$ cat config.mk
export PLATFORM = sky130hd
export DESIGN_NAME = ptp_core
export DESIGN_NICKNAME = d
export VERILOG_FILES = /design/src/ptp_pkg.sv /design/src/ptp_pulse_if.sv /design/src/ptp_pulse_gen.sv /design/src/ptp_core.sv
export SDC_FILE = /design/constraint.sdc
export NUM_CORES = 2
export LEC_CHECK = 0
export BUFFER_PORTS_ARGS = -buffer_cell sky130_fd_sc_hd__buf_2
export CAP_MARGIN = 30
export CORE_ASPECT_RATIO = 2
export CORE_MARGIN = 10
export CORE_UTILIZATION = 66
export DETAILED_ROUTE_END_ITERATION = 6
export HOLD_SLACK_MARGIN = 0.05
export PLACE_DENSITY = 0.83
export SETUP_SLACK_MARGIN = 0.3
export SLEW_MARGIN = 20
export SYNTH_ARGS = -nofsm -noshare
export SYNTH_HDL_FRONTEND = slang
export SYNTH_HIERARCHICAL = 1
export SYNTH_SLANG_ARGS = --single-unit
$ cat constraint.sdc
create_clock -name clk_i -period 29.2 [get_ports clk_i]
set_clock_uncertainty 0.1 [all_clocks]
set_input_delay 5.84 -clock clk_i [delete_from_list [all_inputs] [get_ports clk_i]]
set_output_delay 5.84 -clock clk_i [all_outputs]
set_load 0.02 [all_outputs]
$ cat src/ptp_pkg.sv
// shared constants and types for the power to pulse converter
package ptp_pkg;
	localparam int SMP_W = 16;
	localparam int PWR_W = 32;
	localparam int ACC_W = 48;
	// supply monitor: digital compare of a sampled supply code
	localparam logic [11:0] SUP_ON_LVL = 12'h400;
	localparam logic [11:0] SUP_OFF_LVL = 12'h3C0;
	localparam int SUP_FILT_CNT = 64;
	// sample strobe from the 100 MHz clock
	localparam int CLK_HZ = 100_000_000;
	localparam int SMP_HZ = 450_000;
	localparam int SMP_DIV = (CLK_HZ + SMP_HZ - 1) / SMP_HZ;
	// filter shifts: lpf corner near 4.37 Hz at 450 kHz, hpf well below line
	localparam int LPF_SHIFT = 14;
	localparam int HPF_SHIFT = 12;
	// averaged output threshold exponents per rate select (2^19..2^16 scaled)
	localparam int THR_BASE = 40;
	// pulse widths on the averaged and calibration outputs, in sample periods
	localparam int AVG_PULSE_SMP = 2048;
	localparam int CAL_PULSE_SMP = 16;
	typedef enum logic [1:0] {
		PTP_RATE_0,
		PTP_RATE_1,
		PTP_RATE_2,
		PTP_RATE_3
	} ptp_rate_e;
endpackage

$ cat src/ptp_pulse_if.sv
// pulse request bundle between accumulators and output shapers
`timescale 1ns/1ps
interface ptp_pulse_if;
	logic fire;
	logic active;
	logic [15:0] width;
	modport src (output fire, output width, input active);
	modport dst (input fire, input width, output active);
endinterface

$ cat src/ptp_pulse_gen.sv
// stretches a fire strobe into an output pulse of programmable length
`timescale 1ns/1ps
module ptp_pulse_gen
	import ptp_pkg::*;
(
	input wire logic clk_i,
	input wire logic rst_i,
	input wire logic tick_i,
	input wire logic enable_i,
	ptp_pulse_if.dst pls
);
	logic [15:0] cnt_ff;
	logic [15:0] nxt_cnt;
	logic busy_ff;
	wire start = pls.fire && enable_i && !busy_ff;
	wire done = busy_ff && tick_i && (cnt_ff == 16'h0001);
	assign nxt_cnt = start ? pls.width :
		(busy_ff && tick_i) ? cnt_ff - 16'h0001 : cnt_ff;
	always_ff @(posedge clk_i or posedge rst_i) begin
		if (rst_i) begin
			cnt_ff <= 16'h0000;
			busy_ff <= 1'b0;
		end else begin
			cnt_ff <= enable_i ? nxt_cnt : 16'h0000;
			busy_ff <= enable_i && (start || (busy_ff && !done));
		end
	end
	assign pls.active = busy_ff;
	// a pulse never outlives the supply gate
	a_gate_kills_pulse: assert property (
		@(posedge clk_i) disable iff (rst_i)
		!enable_i |=> !busy_ff)
		else $error("pulse survived gate");
endmodule

$ cat src/ptp_core.sv
// power to pulse converter: supply gate, filters, multiplier, pulses
`timescale 1ns/1ps
module ptp_core
	import ptp_pkg::*;
#(
	parameter int SMP_W_P = SMP_W,
	parameter int FILT_P = SUP_FILT_CNT
) (
	input wire logic clk_i,
	input wire logic rst_i,
	input wire logic [11:0] supply_level_i,
	input wire logic signed [SMP_W_P-1:0] current_channel_i,
	input wire logic signed [SMP_W_P-1:0] voltage_channel_i,
	input wire logic calib_scale_sel_i,
	input wire logic rate_sel_lo_i,
	input wire logic rate_sel_hi_i,
	output logic calib_pulse_out_o,
	output logic avg_pulse_out_a_n_o,
	output logic avg_pulse_out_b_n_o,
	output logic active_o
);
	// ------------------------------------------------------------
	// pin synchronisers
	// ------------------------------------------------------------
	logic [11:0] sup_s1_ff, sup_s2_ff;
	logic [2:0] sel_s1_ff, sel_s2_ff;
	logic signed [SMP_W_P-1:0] cur_s1_ff, cur_s2_ff, vol_s1_ff, vol_s2_ff;
	always_ff @(posedge clk_i or posedge rst_i) begin
		if (rst_i) begin
			sup_s1_ff <= 12'h000;
			sup_s2_ff <= 12'h000;
			sel_s1_ff <= 3'h0;
			sel_s2_ff <= 3'h0;
			cur_s1_ff <= '0;
			cur_s2_ff <= '0;
			vol_s1_ff <= '0;
			vol_s2_ff <= '0;
		end else begin
			sup_s1_ff <= supply_level_i;
			sup_s2_ff <= sup_s1_ff;
			sel_s1_ff <= {calib_scale_sel_i, rate_sel_hi_i, rate_sel_lo_i};
			sel_s2_ff <= sel_s1_ff;
			cur_s1_ff <= current_channel_i;
			cur_s2_ff <= cur_s1_ff;
			vol_s1_ff <= voltage_channel_i;
			vol_s2_ff <= vol_s1_ff;
		end
	end

	// ------------------------------------------------------------
	// supply monitor
	// ------------------------------------------------------------
	logic active_ff;
	logic [7:0] filt_ff;
	logic [7:0] nxt_filt;
	// hysteresis: different thresholds for on and off
	wire sup_wants = active_ff ? (sup_s2_ff >= SUP_OFF_LVL)
		: (sup_s2_ff >= SUP_ON_LVL);
	// filter: the opposite decision must hold FILT_P cycles in a row
	wire sup_flip = (sup_wants != active_ff)
		&& (filt_ff == 8'(FILT_P - 1));
	assign nxt_filt = (sup_wants == active_ff) ? 8'h00
		: (sup_flip ? 8'h00 : filt_ff + 8'h01);
	always_ff @(posedge clk_i or posedge rst_i) begin
		if (rst_i) begin
			active_ff <= 1'b0;
			filt_ff <= 8'h00;
		end else begin
			active_ff <= sup_flip ? sup_wants : active_ff;
			filt_ff <= nxt_filt;
		end
	end

	// ------------------------------------------------------------
	// sample strobe
	// ------------------------------------------------------------
	logic [7:0] div_ff;
	// ceiling divide: the strobe runs slightly slow, never fast
	wire tick = (div_ff == 8'(SMP_DIV - 1));
	always_ff @(posedge clk_i or posedge rst_i) begin
		if (rst_i)
			div_ff <= 8'h00;
		else
			div_ff <= tick ? 8'h00 : div_ff + 8'h01;
	end

	// ------------------------------------------------------------
	// high-pass on current, phase match on voltage
	// ------------------------------------------------------------
	logic signed [SMP_W_P+HPF_SHIFT:0] hpf_ff;
	logic signed [SMP_W_P-1:0] vdly_ff;
	// dc estimate tracks slowly; subtracting it leaves ac content
	wire signed [SMP_W_P:0] hpf_dc = (SMP_W_P+1)'(hpf_ff >>> HPF_SHIFT);
	wire signed [SMP_W_P:0] cur_hp = cur_s2_ff - hpf_dc;
	// one-pole hpf leads by about fc/f; a one-sample voltage lag
	// spreads that over the band instead of cancelling exactly
	always_ff @(posedge clk_i or posedge rst_i) begin
		if (rst_i) begin
			hpf_ff <= '0;
			vdly_ff <= '0;
		end else if (tick) begin
			hpf_ff <= hpf_ff + (SMP_W_P+HPF_SHIFT+1)'(cur_hp);
			vdly_ff <= vol_s2_ff;
		end
	end

	// ------------------------------------------------------------
	// multiplier and low-pass
	// ------------------------------------------------------------
	wire signed [2*SMP_W_P:0] prod = cur_hp * vdly_ff;
	logic signed [PWR_W+LPF_SHIFT-1:0] lpf_ff;
	wire signed [PWR_W-1:0] pwr = PWR_W'(lpf_ff >>> LPF_SHIFT);
	wire signed [PWR_W+LPF_SHIFT-1:0] lpf_step =
		(PWR_W+LPF_SHIFT)'(prod) - (PWR_W+LPF_SHIFT)'(pwr);
	always_ff @(posedge clk_i or posedge rst_i) begin
		if (rst_i)
			lpf_ff <= '0;
		else if (tick)
			lpf_ff <= lpf_ff + lpf_step;
	end

	// ------------------------------------------------------------
	// threshold selection
	// ------------------------------------------------------------
	function automatic logic [5:0] cal_shift(input logic [2:0] s);
		// multiple = 2^(7 - rate), halved with scale low, top = 2048
		logic [5:0] r;
		r = 6'(7 - {4'h0, s[1:0]});
		if (s == 3'b011)
			r = 6'd11;
		else if (!s[2])
			r = r - 6'd1;
		return r;
	endfunction
	wire [5:0] avg_exp = 6'(THR_BASE - {4'h0, sel_s2_ff[1:0]});
	wire [5:0] cal_exp = avg_exp - cal_shift(sel_s2_ff);
	wire [ACC_W-1:0] avg_thr = ACC_W'(1) << avg_exp;
	wire [ACC_W-1:0] cal_thr = ACC_W'(1) << cal_exp;

	// ------------------------------------------------------------
	// accumulators
	// ------------------------------------------------------------
	// negative power is clipped; reverse flow makes no pulses
	wire [ACC_W-1:0] pos_pwr = pwr[PWR_W-1] ? '0 : ACC_W'(pwr);
	logic [ACC_W-1:0] avg_acc_ff, cal_acc_ff;
	wire [ACC_W-1:0] avg_sum = avg_acc_ff + pos_pwr;
	wire [ACC_W-1:0] cal_sum = cal_acc_ff + pos_pwr;
	// crossings in a live pulse are dropped; remainder still carries
	wire avg_hit = tick && active_ff && (avg_sum >= avg_thr);
	wire cal_hit = tick && active_ff && (cal_sum >= cal_thr);
	always_ff @(posedge clk_i or posedge rst_i) begin
		if (rst_i) begin
			avg_acc_ff <= '0;
			cal_acc_ff <= '0;
		end else if (!active_ff) begin
			avg_acc_ff <= '0;
			cal_acc_ff <= '0;
		end else if (tick) begin
			avg_acc_ff <= avg_hit ? avg_sum - avg_thr : avg_sum;
			cal_acc_ff <= cal_hit ? cal_sum - cal_thr : cal_sum;
		end
	end

	// ------------------------------------------------------------
	// output shaping
	// ------------------------------------------------------------
	ptp_pulse_if avg_if();
	ptp_pulse_if cal_if();
	logic avg_turn_ff;
	assign avg_if.fire = avg_hit;
	assign avg_if.width = 16'(AVG_PULSE_SMP);
	assign cal_if.fire = cal_hit;
	assign cal_if.width = 16'(CAL_PULSE_SMP);
	ptp_pulse_gen u_avg_gen (
		.clk_i(clk_i),
		.rst_i(rst_i),
		.tick_i(tick),
		.enable_i(active_ff),
		.pls(avg_if)
	);
	ptp_pulse_gen u_cal_gen (
		.clk_i(clk_i),
		.rst_i(rst_i),
		.tick_i(tick),
		.enable_i(active_ff),
		.pls(cal_if)
	);
	// averaged quanta alternate between the two outputs (stepper drive)
	wire turn_flip = avg_hit && !avg_if.active;
	wire avg_a_on = avg_if.active && avg_turn_ff;
	wire avg_b_on = avg_if.active && !avg_turn_ff;
	// the gate term drops a live pulse at once on supply loss
	wire cal_on = cal_if.active && active_ff;
	always_ff @(posedge clk_i or posedge rst_i) begin
		if (rst_i) begin
			avg_turn_ff <= 1'b0;
			avg_pulse_out_a_n_o <= 1'b1;
			avg_pulse_out_b_n_o <= 1'b1;
			calib_pulse_out_o <= 1'b0;
			active_o <= 1'b0;
		end else begin
			if (turn_flip)
				avg_turn_ff <= !avg_turn_ff;
			avg_pulse_out_a_n_o <= !avg_a_on;
			avg_pulse_out_b_n_o <= !avg_b_on;
			calib_pulse_out_o <= cal_on;
			active_o <= active_ff;
		end
	end

	// ------------------------------------------------------------
	// check helpers
	// ------------------------------------------------------------
	// sample ticks seen while the calibration output stands high
	logic [15:0] cal_ticks_ff;
	always_ff @(posedge clk_i or posedge rst_i) begin
		if (rst_i)
			cal_ticks_ff <= 16'h0000;
		else if (!calib_pulse_out_o)
			cal_ticks_ff <= 16'h0000;
		else
			cal_ticks_ff <= cal_ticks_ff + 16'(tick);
	end

	// ------------------------------------------------------------
	// checks
	// ------------------------------------------------------------
	a_idle_when_low: assert property (
		@(posedge clk_i) disable iff (rst_i)
		!active_ff |=> ##1 (calib_pulse_out_o == 1'b0))
		else $error("calibration pulse while inactive");
	a_avg_idle_low: assert property (
		@(posedge clk_i) disable iff (rst_i)
		!active_ff [*3] |-> avg_pulse_out_a_n_o && avg_pulse_out_b_n_o)
		else $error("averaged pulse while inactive");
	a_hyst_hold: assert property (
		@(posedge clk_i) disable iff (rst_i)
		$changed(active_ff) |-> $past(filt_ff) == 8'(FILT_P - 1))
		else $error("supply state flipped without filter");
	a_not_both_low: assert property (
		@(posedge clk_i) disable iff (rst_i)
		!(!avg_pulse_out_a_n_o && !avg_pulse_out_b_n_o))
		else $error("both averaged outputs low");
	a_top_multiple: assert property (
		@(posedge clk_i) disable iff (rst_i)
		sel_s2_ff == 3'b011 |-> avg_exp - cal_exp == 6'd11)
		else $error("top multiple is not 2048");
	a_cal_faster: assert property (
		@(posedge clk_i) disable iff (rst_i)
		cal_exp < avg_exp && cal_exp >= avg_exp - 6'd11)
		else $error("calibration period out of range");
	a_scale_half: assert property (
		@(posedge clk_i) disable iff (rst_i)
		sel_s2_ff[2] |-> avg_exp - cal_exp == 6'(7 - sel_s2_ff[1:0]))
		else $error("scale high multiple wrong");
	a_remainder: assert property (
		@(posedge clk_i) disable iff (rst_i)
		avg_hit |=> avg_acc_ff == $past(avg_sum) - $past(avg_thr))
		else $error("accumulator remainder lost");
	a_hp_no_dc: assert property (
		@(posedge clk_i) disable iff (rst_i)
		tick |=> hpf_ff == $past(hpf_ff) + $past(cur_hp))
		else $error("high-pass state not updated");

	a_acc_clear: assert property (
		@(posedge clk_i) disable iff (rst_i)
		!active_ff |=> avg_acc_ff == '0 && cal_acc_ff == '0)
		else $error("accumulators kept while inactive");
	a_cal_remainder: assert property (
		@(posedge clk_i) disable iff (rst_i)
		cal_hit |=> cal_acc_ff == $past(cal_sum) - $past(cal_thr))
		else $error("calibration remainder lost");
	a_lpf_step: assert property (
		@(posedge clk_i) disable iff (rst_i)
		tick |=> lpf_ff == $past(lpf_ff) + $past(lpf_step))
		else $error("low-pass state not updated");
	a_volt_delay: assert property (
		@(posedge clk_i) disable iff (rst_i)
		tick |=> vdly_ff == $past(vol_s2_ff))
		else $error("voltage delay not one sample");
	a_turn_toggle: assert property (
		@(posedge clk_i) disable iff (rst_i)
		turn_flip |=> avg_turn_ff != $past(avg_turn_ff))
		else $error("averaged quanta did not alternate");
	a_active_out: assert property (
		@(posedge clk_i) disable iff (rst_i)
		1'b1 |=> active_o == $past(active_ff))
		else $error("active output not registered state");
	a_filt_restart: assert property (
		@(posedge clk_i) disable iff (rst_i)
		sup_wants == active_ff |=> filt_ff == 8'h00)
		else $error("supply filter not restarted");
	a_cal_width: assert property (
		@(posedge clk_i) disable iff (rst_i)
		$fell(calib_pulse_out_o) && active_ff
		|-> cal_ticks_ff == 16'(CAL_PULSE_SMP))
		else $error("calibration pulse width wrong");
	a_neg_hold: assert property (
		@(posedge clk_i) disable iff (rst_i)
		tick && active_ff && pwr[PWR_W-1] |=> cal_acc_ff <= $past(cal_acc_ff))
		else $error("accumulator grew on negative power");
	a_tick_spacing: assert property (
		@(posedge clk_i) disable iff (rst_i)
		tick |=> !tick)
		else $error("sample strobe too close");
	c_cal_pulse: cover property (@(posedge clk_i) $rose(calib_pulse_out_o));
	c_avg_a: cover property (@(posedge clk_i) $fell(avg_pulse_out_a_n_o));
	c_avg_b: cover property (@(posedge clk_i) $fell(avg_pulse_out_b_n_o));
	c_power_down: cover property (@(posedge clk_i) $fell(active_ff));
	c_hit_dropped: cover property (@(posedge clk_i) cal_hit && cal_if.active);
endmodule

==> results_tabular.tex <==
\begin{tabular}{lr}
\hline
Metric & Value \\
\hline
\multicolumn{2}{l}{\textbf{Synthesis}} \\
Count of different cell masters after synthesis & 96 \\
Gate count of the mapped netlist & 4241 \\
Top flip-flop cell by instance count after synthesis & sky130\_fd\_sc\_hd\_\_dfrtp\_1 \\
Part of the Yosys area used for sequential elements & 21.71\% \\
Post-Synthesis Mean Instance Area & 8.836 sq um \\
Number of flops mapped to enable cells by yosys & 0 \\
Post-synth top area cell & sky130\_fd\_sc\_hd\_\_fa\_1 \\
FFs w/ async S/R, synth & 100.0\% \\
Yosys warns & 6 \\
FF+latch count, synth & 325 \\
Synth Cell Area & 0.03747 sq mm \\
Area share of the leading cell type in the synthesized netlist & 22.12\% \\
Top cells by area in the synthesized netlist & sky130\_fd\_sc\_hd\_\_fa\_1 22\%, sky130\_fd\_sc\_hd\_\_dfrtp\_1 22\%, sky130\_fd\_sc\_hd\_\_ha\_1 11\% \\
\multicolumn{2}{l}{\textbf{Clock network}} \\
Skew-Pair Late Insertion Delay & 0.57 ns \\
Post\_cts resized & 0 \\
Number of buffers added for setup after CTS & 0 \\
Clock tree sinks & 325 \\
Buffer cell driving the clock tree root & sky130\_fd\_sc\_hd\_\_clkbuf\_16 \\
Post-CTS Hold Fix Bufs & 0 \\
Total CTS buffers & 35 \\
Clock Path Buffers & 3 \\
CTS tree & done \\
Clock slew at the register clock pins of the worst setup and hold paths & 0.07 ns \\
Number of H-tree branching levels & 2 \\
\multicolumn{2}{l}{\textbf{Global route}} \\
Residual overflow from global routing & 0 \\
Wire length of the first global-routing pass & 165100 microns \\
Number of global-route vias before repair & 33118 \\
Pin count of the biggest net entering global routing & 99 \\
Overall global routing resource usage & 30.60\% \\
Antenna violations before repair & 0 \\
\multicolumn{2}{l}{\textbf{Power}} \\
Standby leakage power & 19.86 nW \\
Power Total & 1.040 mW \\
Maximum vdd drop & 0.06816 mV \\
Power density over the cells & 26.16 mW/mm\^{}2 \\
\multicolumn{2}{l}{\textbf{Route}} \\
DRC violations left & 0 \\
Wire length per cell & 20.19 microns \\
Router iterations before antenna repair & 5 \\
Post-DR vias/cell & 6.144 \\
Final routed wirelength across all metal layers & 101800 microns \\
Initial DRC Count & 1750 \\
Total number of vias & 30961 \\
Post-DRT Antenna Nets & 0 \\
\multicolumn{2}{l}{\textbf{Setup path}} \\
Crit path launch type & flop \\
Critical path's slowest cell & sky130\_fd\_sc\_hd\_\_fa\_1 \\
Arrival time of data at the critical path endpoint & 10.87 ns \\
Critical-path maximum fanout & 28 \\
FF-to-FF path depth & 32 \\
Critical path type & reg2reg \\
Start point of the critical path & hpf\_ff[12] \\
Most repeated library cell on the critical path & sky130\_fd\_sc\_hd\_\_fa\_1 \\
Required time of the worst setup path & 29.52 ns \\
Delay of the slowest critical-path stage & 0.85 ns \\
R2r startpoint & hpf\_ff[12] \\
Sort of element at the end of the critical path & flop \\
\multicolumn{2}{l}{\textbf{STA}} \\
Slew @ Worst Pin & 1.032 ns \\
Final Hold Viols & 0 \\
Portion of the clock cycle consumed by the worst path in the final layout & 36.13\% \\
Timing-limited maximum frequency & 94.78 MHz \\
Normalized max-slew margin & 30.68\% \\
Setup repair after global routing missed its margin & no \\
Total negative setup slack & 0 ns \\
Final max-slew violation count & 0 \\
Final Setup Violations & 0 \\
Time the final worst path needs with I/O delays and setup & 10.55 ns \\
\multicolumn{2}{l}{\textbf{Floorplan}} \\
Area of the placeable core & 0.05633 sq mm \\
Initial core utilization & 66.53\% \\
DIE HEIGHT & 357.0 microns \\
Die outline width & 188.5 microns \\
Floorplan die area & 0.06729 sq mm \\
Standard-cell row count & 123 \\
Ports placed on the boundary & 53 \\
\multicolumn{2}{l}{\textbf{Placed design}} \\
Quantity of I/O buffers inserted on ports & 46 \\
Number of placed cells counting well taps & 4975 \\
Sum of net half-perimeters after detailed placement & 79040 microns \\
Gpl congestion & 1.012 \\
\multicolumn{2}{l}{\textbf{Finish}} \\
Layout cells sized above 1 & 4.593\% \\
Commonest non-fill, non-tap cells in the layout & 603 x sky130\_fd\_sc\_hd\_\_inv\_1, 534 x sky130\_fd\_sc\_hd\_\_nand2\_1, 414 x sky130\_fd\_sc\_hd\_\_fa\_1, 322 x sky130\_fd\_sc\_hd\_\_dfrtp\_1, 317 x sky130\_fd\_sc\_hd\_\_ha\_1 \\
Area added between synthesis and finish & 6.110\% \\
Finished Layout Cells & 5039 \\
Antenna diodes & 0 \\
Most frequent standard cell in the layout excluding fill and tap cells & sky130\_fd\_sc\_hd\_\_inv\_1 \\
Net total in the final layout & 5045 \\
\multicolumn{2}{l}{\textbf{Worst hold path}} \\
Classification of the worst-slack hold path & reg2reg \\
Hold path start & cur\_s1\_ff[0] \\
Number of cells traversed by the worst hold path & 0 \\
\multicolumn{2}{l}{\textbf{Outcome}} \\
Status & finished clean \\
\multicolumn{2}{l}{\textbf{Job}} \\
Number of max-capacitance violations reported & 0 \\
\hline
\end{tabular}
## cells in the mapped netlist (22+ instances only)
| master | instances |
|---|---|
| sky130_fd_sc_hd__a21o_1 | 119 |
| sky130_fd_sc_hd__nor3_1 | 52 |
| sky130_fd_sc_hd__nor2b_1 | 48 |
| sky130_fd_sc_hd__o21bai_1 | 35 |
| sky130_fd_sc_hd__nand4_1 | 23 |
| sky130_fd_sc_hd__nor4_1 | 22 |
| sky130_fd_sc_hd__inv_1 | 605 |
| sky130_fd_sc_hd__dfrtp_1 | 323 |
| sky130_fd_sc_hd__ha_1 | 317 |
| sky130_fd_sc_hd__a211oi_1 | 34 |
| sky130_fd_sc_hd__and3_1 | 43 |
| sky130_fd_sc_hd__nand2_1 | 534 |
| sky130_fd_sc_hd__nand3_1 | 84 |
| sky130_fd_sc_hd__nand2b_1 | 27 |
| sky130_fd_sc_hd__xnor2_1 | 160 |
| sky130_fd_sc_hd__nor2_1 | 219 |
| sky130_fd_sc_hd__a31oi_1 | 34 |
| sky130_fd_sc_hd__mux2i_1 | 30 |
| sky130_fd_sc_hd__fa_1 | 414 |
| sky130_fd_sc_hd__clkbuf_1 | 123 |
| sky130_fd_sc_hd__and2_1 | 103 |
| sky130_fd_sc_hd__xor2_1 | 94 |
| sky130_fd_sc_hd__a21oi_1 | 261 |
| sky130_fd_sc_hd__o21ai_0 | 215 |
| sky130_fd_sc_hd__o21a_1 | 38 |
## through the flow
step / cell area (sq um) / utilization, % / worst slack (ns) / hold WS (ns)
final: 39760 / 70.60 / 18.65 / 0.2462
after global routing: 39760 / 70.60 / 18.03 / 0.2527
after CTS: 39700 / 70.49 / 18.69 / 0.2491
after detailed placement: 38530 / 68.41 / 18.77 / 0.2347
after global placement: 38510 / 68.38 / 18.89 / 0.2317
after floorplan: 37640 / - / 15.23 / 0.2312
## final cells by class
| cell class | instances | area [sq um] |
|---|---|---|
| Timing Repair Buffer | 87 | 579.3 |
| Multi-Input combinational cell | 3208 | 26650 |
| Sequential cell | 325 | 8137 |
| Fill cell | 4397 | 16560 |
| Clock buffer | 42 | 962.2 |
| Clock inverter | 19 | 209.0 |
| Inverter | 608 | 2292 |
| Tap cell | 750 | 938.4 |
## per-layer routing
| metal | vias up | wire (microns) | GRT usage, % |
|---|---|---|---|
| li1 | 14038 | - | - |
| met3 | 579 | 4971 | 4.184 |
| met5 | - | 0 | 0 |
| met2 | 1124 | 54680 | 57.14 |
| met4 | 0 | 9667 | 25.97 |
| met1 | 15220 | 32430 | 28.72 |
## final timing paths
check                                     to  slack, ns
worst max-delay path              lpf_ff[45]      18.65
worst min-delay path            cur_s2_ff[0]       0.25
worst max register to register    lpf_ff[45]      18.65
worst min register to register  cur_s2_ff[0]       0.25
max in group asynchronous          lpf_ff[7]      21.67
min in group asynchronous       sel_s1_ff[2]       5.37
## worst max-delay path: cells and delay by family (launching register included)
family	cells	cell delay [ns]
fa+ha+maj	9	4.81
flops	1	0.41
xor+xnor	2	0.35
compound gates	13	2.92
simple gates	5	1.26
buf+inv	3	0.53
## flip-flops by register name, summed over array words and instances (netlist names), 3 cells and up
signal / flops
avg_acc_ff: 48
cal_acc_ff: 48
cur_s1_ff: 16
cur_s2_ff: 16
div_ff: 8
filt_ff: 8
hpf_ff: 29
lpf_ff: 46
sel_s1_ff: 3
sel_s2_ff: 3
sup_s1_ff: 6
sup_s2_ff: 6
u_avg_gen/cnt_ff: 16
u_cal_gen/cnt_ff: 16
vdly_ff: 16
vol_s1_ff: 16
vol_s2_ff: 16
## power by group
group          internal [mW]  leakage, nW  total [mW]  switching, mW
combinational         0.0314         15.0       0.103         0.0719
clock                  0.265        0.571       0.474          0.209
sequential             0.458         4.32       0.463        0.00509
## cell families (layout without fill, tap and decap cells)
group	after synthesis	count (layout)	share of synthesized area, %
other	2	47	0.02004
and+or+nand+nor	1228	1228	15.32
buffers and inverters	753	756	7.669
DFF	325	325	21.71
AOI/OAI and AO/OA	914	914	15.72
xor gates and xnor gates	255	255	5.980
muxes	33	33	0.8915
adders and majority gates	731	731	32.70
No activity file was read; power rests on OpenSTA's default activity.
